## src/chgsel_pkg.sv

```systemverilog
package chgsel_pkg;
	// register byte addresses; printed offsets are not multiples of four, so index times four
	localparam logic [7:0]  status_index   = 8'h7D;
	localparam logic [7:0]  fault_index    = 8'h7E;
	localparam logic [7:0]  revision_index = 8'h7F;
	localparam logic [11:0] addr_status    = {2'h0, status_index, 2'h0};
	localparam logic [11:0] addr_fault     = {2'h0, fault_index, 2'h0};
	localparam logic [11:0] addr_revision  = {2'h0, revision_index, 2'h0};
	// own control registers
	localparam logic [11:0] addr_threshold = 12'h400;   // five words, temperature thresholds
	localparam logic [11:0] addr_current   = 12'h420;   // five words, band currents
	localparam logic [11:0] addr_voltage   = 12'h440;   // five words, band voltages in mV
	localparam logic [11:0] addr_temp      = 12'h460;   // measured temperature
	localparam logic [11:0] addr_target_i  = 12'h464;
	localparam logic [11:0] addr_target_v  = 12'h468;
	localparam logic [11:0] addr_prog_v    = 12'h46C;
	localparam logic [11:0] addr_ctrl      = 12'h470;   // bit0 charge disable
	localparam logic [11:0] addr_irq_stat  = 12'h474;
	localparam logic [11:0] addr_irq_mask  = 12'h478;
	localparam int          band_count     = 5;
	// charger voltage grid
	localparam logic [15:0] volt_offset_mv = 16'h0DB0;  // 3504 mV
	localparam logic [15:0] volt_step_mv   = 16'h0010;  // 16 mV
	localparam int          volt_step_log2 = 4;
	// field positions
	localparam int          src_msb        = 7;
	localparam int          phase_msb      = 5;
	localparam int          watchdog_bit   = 7;
	localparam int          boost_bit      = 6;
	localparam int          sysovp_bit     = 3;
	localparam int          profile_bit    = 2;
	// interrupt bits: bit1 charge fault, bit0 system overvoltage
	localparam int          irq_charge_bit = 1;
	localparam int          irq_bat_bit    = 0;
	localparam logic [1:0]  irq_mask_reset = 2'h0;
	localparam logic [7:0]  mirror_reset   = 8'h00;
	localparam logic [15:0] word_reset     = 16'h0000;
	// input source codes
	typedef enum logic [1:0] {
		src_unknown = 2'b00,
		src_usb     = 2'b01,
		src_adapter = 2'b10,
		src_otg     = 2'b11
	} chgsel_source_type;
	// charge phase codes
	typedef enum logic [1:0] {
		phase_idle = 2'b00,
		phase_pre  = 2'b01,
		phase_fast = 2'b10,
		phase_done = 2'b11
	} chgsel_phase_type;
	// charge fault cause codes
	typedef enum logic [1:0] {
		fault_none    = 2'b00,
		fault_input   = 2'b01,
		fault_thermal = 2'b10,
		fault_timer   = 2'b11
	} chgsel_fault_type;
endpackage : chgsel_pkg

```

## src/chgsel_top.sv

```systemverilog
`timescale 1ns/1ps
// Functional notes
// - status bits 7:6 give input source
// - status bits 5:4 give charge phase
// - status bits 3..0 are single flags
// - fault bit7 watchdog, bit6 boost fault
// - fault bits 5:4 give charge fault cause
// - fault bit3 flags system overvoltage
// - thermistor field meaningless; bits 1:0 reset zero
// - revision: reserved, part id, profile, revision
// - profile flag: 0 window, 1 multi-band
// - voltage quantised to offset and step grid
// - charger gets quantised voltage, not raw
// - five thresholds with current and voltage
// - band n above Tn, top band above T4
// - at or below T0: zero, disable charge
// - pure step lookup, no interpolation
// - separate mask bits gate fault interrupts
module chgsel_top (
	input  wire logic        pclk,               // system clock, 250 MHz
	input  wire logic        presetn,            // async reset, active low
	input  wire logic        psel,               // apb select
	input  wire logic        penable,            // apb enable
	input  wire logic        pwrite,             // apb direction
	input  wire logic [11:0] paddr,              // apb byte address
	input  wire logic [31:0] pwdata,             // apb write data
	output logic      [31:0] prdata,             // apb read data
	output logic             pready,             // apb ready
	output logic             pslverr,            // apb error, unmapped address
	input  wire logic        charger_valid,      // pulse: charger bytes below are fresh
	input  wire logic [7:0]  charger_status,     // charger system status byte
	input  wire logic [7:0]  charger_fault,      // charger fault byte
	input  wire logic [7:0]  charger_revision,   // charger revision byte
	output logic      [15:0] programmed_charge_voltage, // quantised voltage to charger, mV
	output logic      [15:0] programmed_charge_current, // current to charger
	output logic             charge_disable,     // charge-disable control bit
	output logic             irq                 // level interrupt
);

	////////////////////////////////////////////////////////////////////////////////
	// storage

	logic [7:0]  charger_system_status_mirror;
	logic [7:0]  charger_fault_mirror;
	logic [7:0]  charger_revision_mirror;
	logic [15:0] threshold [chgsel_pkg::band_count];
	logic [15:0] band_current [chgsel_pkg::band_count];
	logic [15:0] band_voltage [chgsel_pkg::band_count];
	logic [15:0] temperature;
	logic [15:0] target_charge_current;
	logic [15:0] target_charge_voltage;
	logic [15:0] next_current;
	logic [15:0] next_voltage;
	logic [15:0] next_prog_v;
	logic        next_disable;
	logic [1:0]  irq_status;
	logic [1:0]  irq_mask;
	logic [1:0]  irq_event;
	logic [1:0]  prev_fault;
	logic        wr_en;
	logic        rd_en;
	logic        addr_ok;
	logic [31:0] next_rdata;
	logic [15:0] above_grid;

	////////////////////////////////////////////////////////////////////////////////
	// apb slave: zero wait states, answer in the access cycle

	assign pready  = 1'b1;
	assign wr_en   = psel & penable & pwrite;
	assign rd_en   = psel & penable & ~pwrite;

	// read mux and decode
	always_comb begin
		next_rdata = 32'h0000_0000;
		addr_ok    = 1'b1;
		unique case (paddr)
			chgsel_pkg::addr_status:   next_rdata = {24'h000000, charger_system_status_mirror};
			chgsel_pkg::addr_fault:    next_rdata = {24'h000000, charger_fault_mirror};
			chgsel_pkg::addr_revision: next_rdata = {24'h000000, charger_revision_mirror};
			chgsel_pkg::addr_temp:     next_rdata = {16'h0000, temperature};
			chgsel_pkg::addr_target_i: next_rdata = {16'h0000, target_charge_current};
			chgsel_pkg::addr_target_v: next_rdata = {16'h0000, target_charge_voltage};
			chgsel_pkg::addr_prog_v:   next_rdata = {16'h0000, programmed_charge_voltage};
			chgsel_pkg::addr_ctrl:     next_rdata = {31'h0, charge_disable};
			chgsel_pkg::addr_irq_stat: next_rdata = {30'h0, irq_status};
			chgsel_pkg::addr_irq_mask: next_rdata = {30'h0, irq_mask};
			default: begin
				addr_ok = 1'b0;
				for (int i = 0; i < chgsel_pkg::band_count; i++) begin
					if (paddr == chgsel_pkg::addr_threshold + 12'(4 * i)) begin
						next_rdata = {16'h0000, threshold[i]};
						addr_ok    = 1'b1;
					end
					if (paddr == chgsel_pkg::addr_current + 12'(4 * i)) begin
						next_rdata = {16'h0000, band_current[i]};
						addr_ok    = 1'b1;
					end
					if (paddr == chgsel_pkg::addr_voltage + 12'(4 * i)) begin
						next_rdata = {16'h0000, band_voltage[i]};
						addr_ok    = 1'b1;
					end
				end
			end
		endcase
	end

	// read data registered at the access edge would be late, so it is combinational
	// from flops; pslverr flags unmapped addresses
	assign prdata  = rd_en ? next_rdata : 32'h0000_0000;
	assign pslverr = psel & penable & ~addr_ok;

	////////////////////////////////////////////////////////////////////////////////
	// charger mirrors, refreshed only from the charger side

	always_ff @(posedge pclk or negedge presetn) begin
		if (!presetn) begin
			charger_system_status_mirror <= chgsel_pkg::mirror_reset;
			charger_fault_mirror         <= chgsel_pkg::mirror_reset;
			charger_revision_mirror      <= chgsel_pkg::mirror_reset;
		end else if (charger_valid) begin
			// bus writes never reach these, so the mirrors stay read-only
			charger_system_status_mirror <= charger_status;
			charger_fault_mirror         <= charger_fault;
			charger_revision_mirror      <= charger_revision;
		end
	end

	////////////////////////////////////////////////////////////////////////////////
	// temperature profile table, one register set per band

	generate
		for (genvar b = 0; b < chgsel_pkg::band_count; b++) begin : g_band
			// each band holds threshold, current and voltage
			always_ff @(posedge pclk or negedge presetn) begin
				if (!presetn) begin
					threshold[b]    <= chgsel_pkg::word_reset;
					band_current[b] <= chgsel_pkg::word_reset;
					band_voltage[b] <= chgsel_pkg::word_reset;
				end else if (wr_en) begin
					if (paddr == chgsel_pkg::addr_threshold + 12'(4 * b))
						threshold[b] <= pwdata[15:0];
					if (paddr == chgsel_pkg::addr_current + 12'(4 * b))
						band_current[b] <= pwdata[15:0];
					if (paddr == chgsel_pkg::addr_voltage + 12'(4 * b))
						band_voltage[b] <= pwdata[15:0];
				end
			end
		end
	endgenerate

	// measured temperature and interrupt mask
	always_ff @(posedge pclk or negedge presetn) begin
		if (!presetn) begin
			temperature <= chgsel_pkg::word_reset;
			irq_mask    <= chgsel_pkg::irq_mask_reset;
		end else if (wr_en) begin
			if (paddr == chgsel_pkg::addr_temp)
				temperature <= pwdata[15:0];
			if (paddr == chgsel_pkg::addr_irq_mask)
				irq_mask <= pwdata[1:0];
		end
	end

	////////////////////////////////////////////////////////////////////////////////
	// band selection: signed compare; thresholds assumed ascending

	always_comb begin
		next_current = chgsel_pkg::word_reset;
		next_voltage = chgsel_pkg::word_reset;
		next_disable = 1'b1;
		// highest band whose threshold lies below the temperature wins
		for (int i = 0; i < chgsel_pkg::band_count; i++) begin
			if ($signed(temperature) > $signed(threshold[i])) begin
				next_current = band_current[i]; // stored value, no blending
				next_voltage = band_voltage[i];
				next_disable = 1'b0;
			end
		end
		// nothing matched: at or below lowest threshold, current and voltage stay zero, disable stays set
	end

	// quantise down onto the charger grid; below the offset clamps to the offset
	always_comb begin
		above_grid  = (next_voltage > chgsel_pkg::volt_offset_mv) ?
			16'(next_voltage - chgsel_pkg::volt_offset_mv) : 16'h0000;
		next_prog_v = 16'(chgsel_pkg::volt_offset_mv +
			((above_grid >> chgsel_pkg::volt_step_log2) << chgsel_pkg::volt_step_log2));
		if (next_voltage == 16'h0000)
			next_prog_v = 16'h0000; // zero target means no charge, not the grid floor
	end

	// targets and programmed values registered once per cycle
	always_ff @(posedge pclk or negedge presetn) begin
		if (!presetn) begin
			target_charge_current     <= chgsel_pkg::word_reset;
			target_charge_voltage     <= chgsel_pkg::word_reset;
			programmed_charge_voltage <= chgsel_pkg::word_reset;
			programmed_charge_current <= chgsel_pkg::word_reset;
			charge_disable            <= 1'b1;
		end else begin
			target_charge_current     <= next_current;
			target_charge_voltage     <= next_voltage;
			programmed_charge_voltage <= next_prog_v;  // charger never sees raw value
			programmed_charge_current <= next_current;
			charge_disable            <= next_disable;
		end
	end

	////////////////////////////////////////////////////////////////////////////////
	// interrupts: rising edge of charge fault cause nonzero or system overvoltage

	assign irq_event[chgsel_pkg::irq_charge_bit] =
		(charger_fault_mirror[chgsel_pkg::phase_msb -: 2] != 2'b00) &
		~prev_fault[chgsel_pkg::irq_charge_bit];
	assign irq_event[chgsel_pkg::irq_bat_bit] =
		charger_fault_mirror[chgsel_pkg::sysovp_bit] & ~prev_fault[chgsel_pkg::irq_bat_bit];

	// sticky status, read clears; a same-cycle event wins over the clear
	always_ff @(posedge pclk or negedge presetn) begin
		if (!presetn) begin
			irq_status <= 2'b00;
			prev_fault <= 2'b00;
		end else begin
			prev_fault <= {charger_fault_mirror[chgsel_pkg::phase_msb -: 2] != 2'b00,
				charger_fault_mirror[chgsel_pkg::sysovp_bit]};
			if (rd_en && paddr == chgsel_pkg::addr_irq_stat)
				irq_status <= irq_event;
			else
				irq_status <= irq_status | irq_event;
		end
	end

	// one mask bit per source
	assign irq = |(irq_status & irq_mask);

endmodule : chgsel_top

```

## config.mk

```make
export PLATFORM = sky130hd
export DESIGN_NAME = chgsel_top
export DESIGN_NICKNAME = d
export VERILOG_FILES = /design/src/chgsel_pkg.sv /design/src/chgsel_top.sv
export SDC_FILE = /design/constraint.sdc
export NUM_CORES = 1
export LEC_CHECK = 0
export ABC_CLOCK_PERIOD_IN_PS = 9900
export BUFFER_PORTS_ARGS = -buffer_cell sky130_fd_sc_hd__buf_2
export CORE_AREA = 2 2 259 261
export CTS_CLUSTER_SIZE = 28
export DETAILED_ROUTE_END_ITERATION = 7
export DIE_AREA = 0 0 261 263
export GPL_TIMING_DRIVEN = 0
export MAX_ROUTING_LAYER = met4
export PLACE_DENSITY_LB_ADDON = 0.25
export SYNTH_ARGS = -nofsm -noshare
export SYNTH_HDL_FRONTEND = slang
export SYNTH_SLANG_ARGS = --single-unit
```

## constraint.sdc

```tcl
create_clock -name pclk -period 9.9 [get_ports pclk]
set_input_delay 0.495 -clock pclk [delete_from_list [all_inputs] [get_ports pclk]]
set_output_delay 0.495 -clock pclk [all_outputs]
set_load 0.03 [all_outputs]
```

Yosys cells after proc, flatten, opt, wreduce, memory -nomap -nowiden
Index checks and enable logic that the tools add are counted.
- mux-type cells: 51
- bitwise operators: 12
- magnitude comparators: 6
- reduce and logical (&&, ||, !) cells: 22
- equal/unequal tests: 25
- add/sub/neg operators: 2
- operator list (cell ; number):
    2-to-1 mux 32 bit ; 15
    case mux 32 bit (10 select lines) ; 1
    == test 12 x 11 -> 1 bit, second input constant ; 22
    2-to-1 mux 16 bit ; 13
    greater-than comparator 16 bit ; 5
    == test 12 x 9 -> 1 bit, second input constant ; 3
    AND reduction 2 bit ; 17
    2-to-1 mux 1 bit ; 21
    adder 12 x 16 -> 16 bit, first input constant ; 1
    greater-than comparator 16 x 12 -> 1 bit, second input constant ; 1
    logical NOT 16 bit ; 1
    subtractor 16 x 12 -> 16 bit, second input constant ; 1
    OR reduction 10 bit ; 1
    AND 1 bit ; 6
    NOT 1 bit ; 4
    AND 2 bit ; 1
    2-to-1 mux 2 bit ; 1
    bitwise OR 2 bit ; 1
    nonzero test 2 bit ; 1
    OR reduction 2 bit ; 1
    logical AND 1 bit ; 1
- flip-flop bits (word level): 335
- input bits: 74
- output and inout port bits: 68

Logic depth before layout (Yosys ltp)
- word-level depth: 19
- mapped depth: 21
- depth with buffers taken out: 20

Worst setup path before layout
No wires, ideal clock.
- kind: register -> register
- start: register temperature[14]
- end: register programmed_charge_voltage[14]
- setup slack: 4.917 ns
- cell stages (with the launch flop): 21
- arrival time: 4.903 ns
- clock period less this slack: 4.983 ns
- library setup time: 0.080 ns
- cell sequence: dfrtp_1 -> ha_1 -> nand4_2 -> or4_4 -> or3_1 -> o311a_1 -> buf_6 -> nand3b_1 -> and4_4 -> nor3_4 -> ha_1 -> nor3_1 -> o31ai_4 -> nand2_1 -> o21ai_2 -> nand2_1 -> ha_1 -> nand2b_1 -> a31o_2 -> a221oi_2 -> xnor2_1
- word-level cells in the longest chain between the ends: 10
- elaborated cells on any way between the ends: 16
- classes of those cells: add/sub: 2; order compare: 6; mux: 7; reduce/logical: 1
- ends and longest elaborated chain (element ; RTL line ; text):
    start, declared ; chgsel_top.sv:49 ; logic [15:0] temperature;
    start signal, assigned ; chgsel_top.sv:155 ; temperature <= chgsel_pkg::word_reset;
    start signal, assigned ; chgsel_top.sv:159 ; temperature <= pwdata[15:0];
    greater-than comparator 16 bit ; chgsel_top.sv:174 ; if ($signed(temperature) > $signed(threshold[i])) begin
    2-to-1 mux 16 bit (4 in a row) ; chgsel_top.sv:174 ;
    2-to-1 mux 16 bit * ; chgsel_top.sv:174 ;
    via next_voltage[4] ; chgsel_top.sv:53 ; logic [15:0] next_voltage;
    subtractor 16 x 12 -> 16 bit or greater-than comparator 16 x 12 -> 1 bit (tied branches) ; chgsel_top.sv:186, chgsel_top.sv:185 ;
    2-to-1 mux 16 bit ; chgsel_top.sv:185 ; above_grid = (next_voltage > chgsel_pkg::volt_offset_mv) ?
    adder 12 x 16 -> 16 bit ; chgsel_top.sv:187 ; next_prog_v = 16'(chgsel_pkg::volt_offset_mv +
    2-to-1 mux 16 bit * ; chgsel_top.sv:189 ; if (next_voltage == 16'h0000)
    via next_prog_v[14] ; chgsel_top.sv:54 ; logic [15:0] next_prog_v;
    end signal, assigned ; chgsel_top.sv:198 ; programmed_charge_voltage <= chgsel_pkg::word_reset;
    end signal, assigned ; chgsel_top.sv:204 ; programmed_charge_voltage <= next_prog_v;
    end, declared ; chgsel_top.sv:34 ; output logic [15:0] programmed_charge_voltage,
The timed path passes the listed nets; every way through them passes the cells marked *.
A chain may end at the register's enable or synchronous reset.

Final worst setup path
- start: register temperature[13]
- end: register programmed_charge_voltage[14]
Same word-level chain as after synthesis.

==> run metrics <==
hold crit path type input port to async pin; Slew Limit Fails 0; largest net degree at the start of global routing 100; MaxCap Viol Count 0; fin crit share 0.721; antenna violations before repair 2; most frequent cells in the layout 330 x dfrtp_1, 261 x mux2_2, 139 x nand2_1; failing checks hold timing; die span in y 263 um; fraction of layout cells with a size suffix above 1 0.256; Clk network pwr share 0.500; CP max stage delay 990 ps; sequential share of power 0.448; nets 2060; Leak 10.1 nW; Distinct cells, synth 85; Residual DRC 0; Pint 0.00233 W; hold violation count in the final report 30; Synth Area per Inst 10.5 um2; multi-input logic area 0.00913 mm2; Die ar. 0.0686 mm2; wire per inst 25.5 um; Combinational Power Share 0.052; most used cell, CP ha_1; Psw 0.000742 W; register area 0.00828 mm2; area growth from synthesis to layout 17.1%; Syn. warnings 0; Reg clk slew, reported paths 60 ps; CTS Root Cell clkbuf_16; post-DP HPWL 56.2 mm; Remaining Overflow, GRT 0; fill cell total of the finished layout 6785; Tmin final 7140 ps; via count 15300; setup bufs post-CTS 0; Avg Vias per Cell 5.45; Simple-Gate Fraction of Synth Area 0.0994; routability-driven placement congestion ratio 0.960; input/output buffers 102; part of the Yosys area used for sequential elements 0.453; worst path bufs/invs 2; crit path cell chain ha_1 -> nand4_1 -> nor4_1 -> o21ai_0 -> a31oi_1 -> nor2b_1 -> buf_4 -> clkbuf_1 -> a221oi_1 -> o311ai_0 -> o21a_1 -> nor4_2 -> o21ai_2 -> nand2_1 -> ha_1 -> nand2b_1 -> a31o_2 -> a221oi_2 -> xnor2_1; first-pass GRT wire length 104 mm; Placed Cells incl. Taps 2724; drt initial violations 1902; Clk Latency, worst-skew pair 570 ps; Worst-Margin Slew 1380 ps; setup violators final 0; EDFF count, synth 0; Clock Path Buffers 3; Hold WS -21.7 ps; area of the core 0.0656 mm2; Initial Util 0.279; Worst Setup Start Kind flop; cts hold-fix bufs 0; Synth Flop Type dfrtp_1; Routed Antenna Nets 0; main combinational cell family by area after synthesis compound AO/OA/AOI/OAI gates; area of the mapped netlist 0.0183 mm2; Slowest-stage cell, CP a31oi_1; CTS Buf Count 41; fin cells 2801; P per Cell Area 143 mW/mm2; critical path capture point type flop; cell row count 94; mux cell area share after synthesis 0.163; Die X 261 um; status finished, violations left; Critical Setup Path Class flop to flop; slew margin rel. 0.0674; commonest non-fill, non-tap cell in the layout dfrtp_1; Final Skew 23.7 ps; number of global-route vias before repair 15000; area fraction in compound gates after synthesis 0.168; Peak VDD IR 86.9 uV; Async SR Flop Fraction 1.00; Arr. time, crit path 7610 ps; unrepaired setup endpoints after global routing false; Largest delay share family, worst path compound AO/OA/AOI/OAI gates; H-tree levels 2; post-synthesis adder-cell area fraction 0.0568; post-cts resize count 0; Syn Inst Count 1735; switch share 0.242; WP data required 10370 ps; total track usage 0.210; Sinks on Clock Net 331; TNS Setup 0 ps; Power Total 0.00307 W; Max Fanout on Critical Path 10; Synth Area in XOR/XNOR 0.00766; final WL 71.4 mm; highest achievable clock rate 140 MHz; CTS tree yes; router iterations before antenna repair 7; register bit total from synthesis 331; Ports 142
power groups by stage:
| stage | Sequential, W | Clock (W) | Combinational [W] |
|---|---|---|---|
| 2_1_floorplan | 0.00140 | 0 | 0.0000703 |
| 3_3_place_gp | 0.00140 | 0 | 0.000153 |
| 3_5_place_dp | 0.00140 | 0 | 0.000159 |
| 4_1_cts | 0.00137 | 0.00156 | 0.000159 |
| 5_1_grt | 0.00138 | 0.00162 | 0.000174 |
| 6_report | 0.00137 | 0.00153 | 0.000159 |
final timing paths:
check / from / slack (ps) / endpoint / cells after the start
max: temperature[13]$_DFFE_PN0P_ / 2760 / programmed_charge_voltage[14]$_DFF_PN0_ / 19
min: presetn / -20 / threshold[56]$_DFFE_PN0P_ / 1
max reg2reg: temperature[13]$_DFFE_PN0P_ / 2760 / programmed_charge_voltage[14]$_DFF_PN0_ / 19
min reg2reg: charger_fault_mirror[3]$_DFFE_PN0P_ / 410 / prev_fault[0]$_DFF_PN0_ / 0
max in group asynchronous: presetn / 8250 / threshold[19]$_DFFE_PN0P_ / 4
min in group pclk: charger_fault[3] / 140 / charger_fault_mirror[3]$_DFFE_PN0P_ / 3
state kept, by name (all words and copies together), names as in the netlist, 8 cells and up:
name,cells
band_current,80
band_voltage,80
charger_fault_mirror,8
charger_revision_mirror,8
charger_system_status_mirror,8
programmed_charge_voltage,12
target_charge_current,16
target_charge_voltage,16
temperature,16
threshold,80
cells by family after synthesis:
| group | count (synthesis) |
|---|---|
| flops | 331 |
| xor+xnor | 16 |
| compound gates | 426 |
| simple gates | 384 |
| mux | 265 |
| fa+ha+maj | 83 |
| buf+inv | 228 |
| other cells | 2 |
worst register-to-register path: stages (launching register included):
cell      delay (ps)
dfrtp_1          660
ha_1             480
nand4_1          150
nor4_1           520
o21ai_0          230
a31oi_1          990
nor2b_1          230
buf_4            200
clkbuf_1         510
a221oi_1         230
o311ai_0         760
o21a_1           430
nor4_2           120
o21ai_2          350
nand2_1          110
ha_1             230
nand2b_1         170
a31o_2           280
a221oi_2         240
xnor2_1          170
area by class of cell:
cell class,instances,area share
Buffer,116,0.0253
Multi-Input combinational cell,1195,0.426
Sequential cell,331,0.386
Tap cell,864,0.0504
Clock inverter,10,0.00508
Clock buffer,65,0.0583
Antenna cell,2,0.000233
Timing Repair Buffer,106,0.0285
Inverter,112,0.0197
synth_stat cells, drive strengths merged, types with 31 or more instances:
library cell / count / area, um2
clkbuf: 77 / 289
inv: 111 / 417
a31oi: 31 / 200
mux2: 261 / 2940
ha: 83 / 1040
nand2: 139 / 522
nor3: 32 / 171
a222oi: 31 / 310
nand3: 36 / 180
buf: 39 / 254
dfrtp: 330 / 8260
o21ai: 79 / 403
nor2: 97 / 367
a221oi: 44 / 392
a22oi: 40 / 300
a21oi: 74 / 374
per-stage QoR:
step	worst slack [ps]	util	hold slack [ps]	cell area, um2
after floorplan	4920	-	199	18400
after global placement	1690	0.304	408	20000
after detailed placement	2910	0.306	410	20100
after CTS	2860	0.326	6.58	21400
after global routing	2620	0.327	42.1	21400
final	2760	0.327	-21.7	21400
routing by layer:
layer  global-route usage  part of all wire  wire, um
met3               0.0261             0.063      4510
met4               0.0438             0.019      1340
met1                0.288              0.45     32400
met5                    -                 0         0
met2                0.333              0.47     33200
Power figures use the tool's default switching activity.
